### config.mk
export PLATFORM = sky130hd
export DESIGN_NAME = gpbc_top
export DESIGN_NICKNAME = d
export VERILOG_FILES = /design/src/rtl/gpbc_pkg.sv /design/src/rtl/gpbc_ctrl.sv /design/src/rtl/gpbc_top.sv /design/src/rtl/gpbc_wb_slave.sv
export SDC_FILE = /design/constraint.sdc
export NUM_CORES = 1
export LEC_CHECK = 0
export BUFFER_PORTS_ARGS = -buffer_cell sky130_fd_sc_hd__buf_2
export CAP_MARGIN = 20
export CORE_ASPECT_RATIO = 1.4
export CORE_MARGIN = 5
export CORE_UTILIZATION = 45
export CTS_CLUSTER_DIAMETER = 50
export CTS_CLUSTER_SIZE = 20
export DETAILED_ROUTE_END_ITERATION = 6
export PLACE_DENSITY_LB_ADDON = 0.15
export SYNTH_ARGS = -nofsm -noshare
export SYNTH_HDL_FRONTEND = slang
export SYNTH_SLANG_ARGS = --single-unit
export TNS_END_PERCENT = 1
### constraint.sdc
create_clock -name SYS_CLK_IN -period 6.6 [get_ports SYS_CLK_IN]
set_clock_uncertainty 0.05 [all_clocks]
set_input_delay 0.33 -clock SYS_CLK_IN [delete_from_list [all_inputs] [get_ports SYS_CLK_IN]]
set_output_delay 0.33 -clock SYS_CLK_IN [all_outputs]
set_load 0.01 [all_outputs]
### src/rtl/gpbc_pkg.sv
/*
 * Shared constants, carrier types and helpers of the three-controller I/O bank.
 * Assumes a 32-bit classic Wishbone host and one 125 MHz clock.
 */
package gpbc_pkg;

    // ************************************************************
    // Widths and pin split
    // ************************************************************
    localparam int unsigned DATA_W   = 32;
    localparam int unsigned BE_W     = 4;
    localparam int unsigned PIO_W    = 71;
    localparam int unsigned ONLY_W   = 14;
    localparam int unsigned C0_IO_W  = 29;
    localparam int unsigned C1_IO_W  = 29;
    localparam int unsigned C2_IO_W  = 13;
    localparam int unsigned C0_LO    = 0;
    localparam int unsigned C1_LO    = 29;
    localparam int unsigned C2_LO    = 58;

    localparam logic [DATA_W-1:0] C0_IO_MASK = 32'h1FFF_FFFF;
    localparam logic [DATA_W-1:0] C1_IO_MASK = 32'h1FFF_FFFF;
    localparam logic [DATA_W-1:0] C2_IO_MASK = 32'h0000_1FFF;

    // ************************************************************
    // Address map
    // ************************************************************
    localparam logic [DATA_W-1:0] WIN_MASK = 32'hFFFF_F000;
    localparam logic [DATA_W-1:0] C0_BASE  = 32'hFF70_8000;
    localparam logic [DATA_W-1:0] C1_BASE  = 32'hFF70_9000;
    localparam logic [DATA_W-1:0] C2_BASE  = 32'hFF70_A000;
    localparam logic [11:0]       OFS_OUT  = 12'h000;
    localparam logic [11:0]       OFS_DIR  = 12'h004;
    localparam logic [11:0]       OFS_LVL  = 12'h008;

    // ************************************************************
    // Reset values
    // ************************************************************
    localparam logic [DATA_W-1:0] RST_OUT = 32'h0000_0000;
    localparam logic [DATA_W-1:0] RST_DIR = 32'h0000_0000;
    localparam logic [DATA_W-1:0] RST_DAT = 32'h0000_0000;

    // ************************************************************
    // Carriers
    // ************************************************************
    typedef struct packed {
        logic [DATA_W-1:0] adr;
        logic [DATA_W-1:0] dat;
        logic [BE_W-1:0]   sel;
        logic              we;
        logic              cyc;
        logic              stb;
    } gpbc_wb_req_t;

    typedef struct packed {
        logic              out_we;
        logic              dir_we;
        logic [DATA_W-1:0] dat;
        logic [BE_W-1:0]   sel;
    } gpbc_wr_t;

    // Byte-lane merge of a write into a register, limited to implemented bits.
    function automatic logic [DATA_W-1:0] gpbc_merge(input logic [DATA_W-1:0] old,
                                                     input logic [DATA_W-1:0] dat,
                                                     input logic [BE_W-1:0]   sel,
                                                     input logic [DATA_W-1:0] mask);
        logic [DATA_W-1:0] res;
        res = old;
        for (int i = 0; i < BE_W; i++) begin
            if (sel[i]) begin
                res[i*8 +: 8] = dat[i*8 +: 8];
            end
        end
        return res & mask;
    endfunction : gpbc_merge

endpackage : gpbc_pkg

### src/rtl/gpbc_ctrl.sv
/*
 * One I/O controller: output-value and direction registers.
 * Assumes write strobes are one-cycle pulses from the bus slave.
 */
`timescale 1ns/1ps
module gpbc_ctrl #(
    parameter logic [31:0] IO_MASK = 32'h1FFF_FFFF
) (
    input  wire logic              clk_in,
    input  wire logic              rst_in,
    input  gpbc_pkg::gpbc_wr_t     wr_in,
    output logic [31:0]            out_val_out,
    output logic [31:0]            dir_out
);
    import gpbc_pkg::*;

    logic [DATA_W-1:0] pin_output_value;
    logic [DATA_W-1:0] pin_direction;
    logic [DATA_W-1:0] next_pin_output_value;
    logic [DATA_W-1:0] next_pin_direction;

    // Bits beyond the controller's driving pins are never stored, so input-only
    // pins can never be turned into outputs.
    always_comb begin
        next_pin_output_value = pin_output_value;
        next_pin_direction    = pin_direction;
        if (wr_in.out_we) begin
            next_pin_output_value = gpbc_merge(pin_output_value, wr_in.dat, wr_in.sel,
                                               IO_MASK);
        end
        if (wr_in.dir_we) begin
            next_pin_direction = gpbc_merge(pin_direction, wr_in.dat, wr_in.sel,
                                            IO_MASK);
        end
    end

    always_ff @(posedge clk_in or posedge rst_in) begin
        if (rst_in) begin
            pin_output_value <= RST_OUT;
            pin_direction    <= RST_DIR;
        end else begin
            pin_output_value <= next_pin_output_value;
            pin_direction    <= next_pin_direction;
        end
    end

    assign out_val_out = pin_output_value;
    assign dir_out     = pin_direction;

endmodule : gpbc_ctrl

### src/rtl/gpbc_top.sv
/*
 * Bank of three I/O controllers behind one classic Wishbone slave.
 * Assumes pin inputs synchronous to SYS_CLK_IN; PIO_OE high means the pin is driven.
 */
// Local design decisions: the Wishbone slave port and the register addresses.
`timescale 1ns/1ps

// Overview of operation
// - The first controller owns pins 28..0, the second 57..29 and the third 70..58.
// - The third controller also reads fourteen input-only pins that can never drive.
// - Each controller has a 32-bit output-value, direction and input-level register.
// - Direction bit n set to 1 makes pin n an output and 0 makes it an input.
// - Output-value bit n set to 1 drives pin n high and 0 drives it low.
// - Reading the input-level register returns the current level of each pin.
// - Each controller decodes a 4KB window and the third one starts at 0xFF70A000.
module gpbc_top (
    input  wire logic                        SYS_CLK_IN,
    input  wire logic                        RST_IN,
    input  wire logic [31:0]                 WB_ADR_IN,
    input  wire logic [31:0]                 WB_DAT_IN,
    input  wire logic [3:0]                  WB_SEL_IN,
    input  wire logic                        WB_WE_IN,
    input  wire logic                        WB_CYC_IN,
    input  wire logic                        WB_STB_IN,
    output logic                             WB_ACK_OUT,
    output logic [31:0]                      WB_DAT_OUT,
    input  wire logic [gpbc_pkg::PIO_W-1:0]  PIO_IN,
    output logic [gpbc_pkg::PIO_W-1:0]       PIO_OUT,
    output logic [gpbc_pkg::PIO_W-1:0]       PIO_OE,
    input  wire logic [gpbc_pkg::ONLY_W-1:0] INPUT_ONLY_PINS_IN
);
    import gpbc_pkg::*;

    // ************************************************************
    // Bus request and decode
    // ************************************************************
    gpbc_wb_req_t      req;
    gpbc_wr_t          wr0;
    gpbc_wr_t          wr1;
    gpbc_wr_t          wr2;
    logic              wr_stb;
    logic [2:0]        hit;
    logic [11:0]       ofs;
    logic [DATA_W-1:0] rd_data;
    logic [DATA_W-1:0] c0_out;
    logic [DATA_W-1:0] c0_dir;
    logic [DATA_W-1:0] c1_out;
    logic [DATA_W-1:0] c1_dir;
    logic [DATA_W-1:0] c2_out;
    logic [DATA_W-1:0] c2_dir;
    logic [DATA_W-1:0] c0_lvl;
    logic [DATA_W-1:0] c1_lvl;
    logic [DATA_W-1:0] c2_lvl;

    assign req = '{adr: WB_ADR_IN, dat: WB_DAT_IN, sel: WB_SEL_IN,
                   we: WB_WE_IN, cyc: WB_CYC_IN, stb: WB_STB_IN};

    // Every controller answers only inside its own 4KB window.
    assign hit[0] = (WB_ADR_IN & WIN_MASK) == C0_BASE;
    assign hit[1] = (WB_ADR_IN & WIN_MASK) == C1_BASE;
    assign hit[2] = (WB_ADR_IN & WIN_MASK) == C2_BASE;
    assign ofs    = WB_ADR_IN[11:0];

    function automatic gpbc_wr_t mk_wr(input logic sel_ctrl);
        gpbc_wr_t w;
        w.out_we = wr_stb & sel_ctrl & (ofs == OFS_OUT);
        w.dir_we = wr_stb & sel_ctrl & (ofs == OFS_DIR);
        w.dat    = WB_DAT_IN;
        w.sel    = WB_SEL_IN;
        return w;
    endfunction : mk_wr

    // The level register is read-only; a write to it, or to an unmapped
    // address, is acknowledged and dropped so software never hangs the bus.
    // A process rather than continuous assignments, so that a change of the strobe,
    // offset or data read inside the function also re-evaluates the strobes.
    always_comb begin
        wr0 = mk_wr(hit[0]);
        wr1 = mk_wr(hit[1]);
        wr2 = mk_wr(hit[2]);
    end

    // ************************************************************
    // Controllers and pin split
    // ************************************************************
    gpbc_ctrl #(.IO_MASK(C0_IO_MASK)) u_first_io_controller (
        .clk_in      (SYS_CLK_IN),
        .rst_in      (RST_IN),
        .wr_in       (wr0),
        .out_val_out (c0_out),
        .dir_out     (c0_dir)
    );

    gpbc_ctrl #(.IO_MASK(C1_IO_MASK)) u_second_io_controller (
        .clk_in      (SYS_CLK_IN),
        .rst_in      (RST_IN),
        .wr_in       (wr1),
        .out_val_out (c1_out),
        .dir_out     (c1_dir)
    );

    gpbc_ctrl #(.IO_MASK(C2_IO_MASK)) u_third_io_controller (
        .clk_in      (SYS_CLK_IN),
        .rst_in      (RST_IN),
        .wr_in       (wr2),
        .out_val_out (c2_out),
        .dir_out     (c2_dir)
    );

    assign PIO_OUT = {c2_out[C2_IO_W-1:0], c1_out[C1_IO_W-1:0], c0_out[C0_IO_W-1:0]};
    assign PIO_OE  = {c2_dir[C2_IO_W-1:0], c1_dir[C1_IO_W-1:0], c0_dir[C0_IO_W-1:0]};

    // Levels are taken from the pads, so an output pin reads back what it drives.
    assign c0_lvl = {3'h0, PIO_IN[C1_LO-1:C0_LO]};
    assign c1_lvl = {3'h0, PIO_IN[C2_LO-1:C1_LO]};
    assign c2_lvl = {5'h00, INPUT_ONLY_PINS_IN, PIO_IN[PIO_W-1:C2_LO]};

    // ************************************************************
    // Read path and bus slave
    // ************************************************************
    function automatic logic [DATA_W-1:0] sel_reg(input logic [DATA_W-1:0] o,
                                                  input logic [DATA_W-1:0] d,
                                                  input logic [DATA_W-1:0] l);
        logic [DATA_W-1:0] r;
        r = RST_DAT;
        if (ofs == OFS_OUT) begin
            r = o;
        end else if (ofs == OFS_DIR) begin
            r = d;
        end else if (ofs == OFS_LVL) begin
            r = l;
        end
        return r;
    endfunction : sel_reg

    always_comb begin
        rd_data = RST_DAT;
        if (hit[0]) begin
            rd_data = sel_reg(c0_out, c0_dir, c0_lvl);
        end else if (hit[1]) begin
            rd_data = sel_reg(c1_out, c1_dir, c1_lvl);
        end else if (hit[2]) begin
            rd_data = sel_reg(c2_out, c2_dir, c2_lvl);
        end
    end

    gpbc_wb_slave u_wb_slave (
        .clk_in     (SYS_CLK_IN),
        .rst_in     (RST_IN),
        .req_in     (req),
        .rd_data_in (rd_data),
        .ack_out    (WB_ACK_OUT),
        .dat_out    (WB_DAT_OUT),
        .wr_stb_out (wr_stb)
    );

    logic rd_take;
    assign rd_take = WB_CYC_IN & WB_STB_IN & ~WB_WE_IN & ~WB_ACK_OUT;
endmodule : gpbc_top

### src/rtl/gpbc_wb_slave.sv
/*
 * Classic Wishbone handshake: one registered ack per request, registered read data.
 * Assumes the master holds its request until it samples ack.
 */
`timescale 1ns/1ps
module gpbc_wb_slave (
    input  wire logic              clk_in,
    input  wire logic              rst_in,
    input  gpbc_pkg::gpbc_wb_req_t req_in,
    input  wire logic [31:0]       rd_data_in,
    output logic                   ack_out,
    output logic [31:0]            dat_out,
    output logic                   wr_stb_out
);
    import gpbc_pkg::*;

    logic              ack;
    logic [DATA_W-1:0] dat;
    logic              next_ack;
    logic [DATA_W-1:0] next_dat;
    logic              take;

    // Ack is withheld for one cycle after it is given, so a held request is
    // never taken twice.
    assign take = req_in.cyc & req_in.stb & ~ack;

    always_comb begin
        next_ack = take;
        next_dat = dat;
        if (take & ~req_in.we) begin
            next_dat = rd_data_in;
        end
    end

    always_ff @(posedge clk_in or posedge rst_in) begin
        if (rst_in) begin
            ack <= 1'b0;
            dat <= RST_DAT;
        end else begin
            ack <= next_ack;
            dat <= next_dat;
        end
    end

    assign ack_out    = ack;
    assign dat_out    = dat;
    assign wr_stb_out = take & req_in.we;

endmodule : gpbc_wb_slave

==> impl_metrics.json <==
{
  "outcome": "complete, but fails checks",
  "violations": "negative hold slack",
  "cp-end-kind": "flop",
  "vdd_drop_max_mv": 0.142,
  "p_leak_nw": 6.06,
  "postCtsHoldBufs": 0,
  "synthesis.area_sq_um": 8680,
  "power_density_nw_per_um2": 202,
  "die_area_sq_um": 22200,
  "area_growth_pct": 28.3,
  "antenna_found_initial": 5,
  "final_area_sq_um": 11100,
  "final_max_slew_viol_count": 0,
  "die_h_um": 174,
  "ctsResizeCount": 0,
  "port_buffers": 326,
  "fin_ws_ns": 3.45,
  "setup_viol": 0,
  "grt_pass1_vias": 7471,
  "wire_per_inst_um": 21.7,
  "clk_pin_slew_ns": 0.07,
  "grt_first_pass_wirelength_um": 42800,
  "regArea_sq_um": 4300,
  "slowest_stage": "nor4bb_4",
  "critical_path.max_stage_delay_ns": 0.92,
  "cts_buffers": 17,
  "yosysSeqAreaShare_pct": 49.6,
  "htreeDepth": 4,
  "n_fill_cell": 1740,
  "critical_path_buf_inv_count": 1,
  "yosys_register_bits": 172,
  "synth_edf_count": 0,
  "drtPass1Iterations": 5,
  "preCtsSetupSlack_ns": 3.28,
  "vias": 7198,
  "cp-start-kind": "flop",
  "critical_path.cell_chain": "nor4bb_4, nand4_1, and4b_1, buf_4, a31oi_1, o21ai_0",
  "maxCapViolCount": 0,
  "drc_errors": 0,
  "yosysWarningCount": 0,
  "timing.slew.headroom_pct": 28.7,
  "criticalPathCategory": "reg2reg",
  "final_core_util_pct": 58.2,
  "dp_hpwl_um": 20500,
  "dp.cells": 1274,
  "final.setup.tns_ns": 0,
  "crit_fanout": 17,
  "post-route-period-util_pct": 47.7,
  "ant_nets": 0,
  "max_freq_mhz": 318,
  "critPathRequiredTime_ns": 6.90,
  "worst_slew_pin_slew_ns": 1.07,
  "worst_ep_arrival_time_ns": 3.45,
  "layout.nets": 1204,
  "crit_family": "simple AND/OR/NAND/NOR gates",
  "clockBufferDepth": 2,
  "clock_latency_ns": 0.43,
  "final_common_cell": "buf_2",
  "avgSynthCellArea_sq_um": 11.7,
  "layout-drive-gt1-share_pct": 50.1,
  "multi_input_area_sq_um": 4150,
  "hold_viol": 2,
  "track_usage_pct": 25.1,
  "hold_ws_ns": -0.00893,
  "synthCells": 740,
  "final_cell_mix": "325 x buf_2, 172 x dfrtp_1, 134 x mux2_2, 95 x o21ai_0, 74 x nand2_1",
  "fp.dieW_um": 127,
  "rsz0062_at_grt": "false",
  "vias_per_cell": 5.50,
  "rows": 60,
  "cts_sinks": 172,
  "period_needed_ns": 3.15,
  "synth.distinct_cells": 37,
  "grt_max_degree": 96,
  "core_area_sq_um": 19100,
  "hold_path_class": "in2async",
  "clock_tree.root_cell": "clkbuf_16",
  "placed_cell_area_sq_um": 10500,
  "instances_no_fill": 1308,
  "cts_tree": "done",
  "initial_core_util_pct": 45.3,
  "synth-async-reset-ratio_pct": 100,
  "ys.flop_type": "dfrtp_1",
  "grt_overflow": 0,
  "place_congestion": 0.838,
  "post_cts_buffers": 0,
  "wl_um": 28400,
  "io_pins": 333,
  "drt-initial-drc-count": 420
}
==> stage by stage <==
step	power, mW	hold slack, ns
floorplan	1.15	0.420
global placement	1.22	0.446
detailed placement	1.23	0.456
CTS	2.27	0.0591
global route	2.32	0.0747
finish	2.25	-0.00893
==> area by class of cell <==
type | instances | area share, %
timing repair buffer | 336 | 15.5
antenna | 2 | 0.0449
clock inverter | 11 | 1.44
inverter | 6 | 0.247
multi-input combinational | 513 | 37.3
sequential | 172 | 38.7
tap | 248 | 2.79
clock buffer | 20 | 4.01
==> cells in the mapped netlist (all sizes together) (2+ instances only) <==
cell,n,area [sq um]
nor3,14,203
inv,6,22.5
nand2b,4,25.0
o31ai,3,22.5
a31oi,14,87.6
nor4,4,58.8
nand4,3,18.8
and4b,2,20.0
and4,2,17.5
mux2,142,1630
nand2,74,278
nand3,2,10.0
or4,3,22.5
nor2b,17,106
dfrtp,172,4300
a21oi,3,15.0
nand4b,2,17.5
nor2,7,26.3
clkbuf,29,109
mux2i,69,691
a22oi,41,308
o21ai,95,475
buf,22,131
or3,3,18.8
==> sequential cells by signal, summed over array words and instances (netlist names) <==
name                                cells
u_first_io_controller.dir_out          29
u_first_io_controller.out_val_out      29
u_third_io_controller.dir_out          13
u_third_io_controller.out_val_out      13
u_wb_slave.dat_out                     29
u_second_io_controller.out_val_out     29
u_second_io_controller.dir_out         29
u_wb_slave.ack_out                      1
==> final timing paths <==
kind / start / end / slack, ns / cells after the start
setup / recovery: u_wb_slave.ack_out / u_wb_slave.dat_out[15] / 3.45 / 6
hold / removal: RST_IN / u_second_io_controller.out_val_out[5] / -0.009 / 2
max in group asynchronous: RST_IN / u_second_io_controller.dir_out[15] / 5.24 / 4
hold reg to reg: u_wb_slave.dat_out[6] / u_wb_slave.dat_out[6] / 0.47 / 2
min in group SYS_CLK_IN: INPUT_ONLY_PINS_IN[8] / u_wb_slave.dat_out[21] / 0.08 / 3
setup reg to reg: u_wb_slave.ack_out / u_wb_slave.dat_out[15] / 3.45 / 6
==> logic make-up after synthesis <==
family                 after synthesis  synth area share, %
AO/OA/AOI/OAI                      158                 10.7
buffers and inverters               57                 3.03
flip-flops                         172                 49.6
multiplexers                       211                 26.7
other                                1               0.0432
AND/OR/NAND/NOR                    141                 9.96
==> worst reg2reg max path: stages, from the launching register on <==
cell and delay, ns:
dfrtp_1 0.41, nor4bb_4 0.92, nand4_1 0.28, and4b_1 0.73, buf_4 0.42, a31oi_1 0.14, o21ai_0 0.12
==> report_power, final <==
group	total [mW]	switching (mW)	internal, mW
Clock	1.05	0.435	0.611
Sequential	1.05	0.000385	1.05
Combinational	0.152	0.0953	0.0563
Total	2.25	0.531	1.72
==> metal layers <==
layer	track usage [%]	wire [um]	share of wire, %
met5	0	34	0.12
met1	28.5	10600	37
met3	6.89	2130	7.5
met2	45.3	15000	53
met4	7.56	604	2.1
Note: power is estimated with default switching activity, not from simulation.
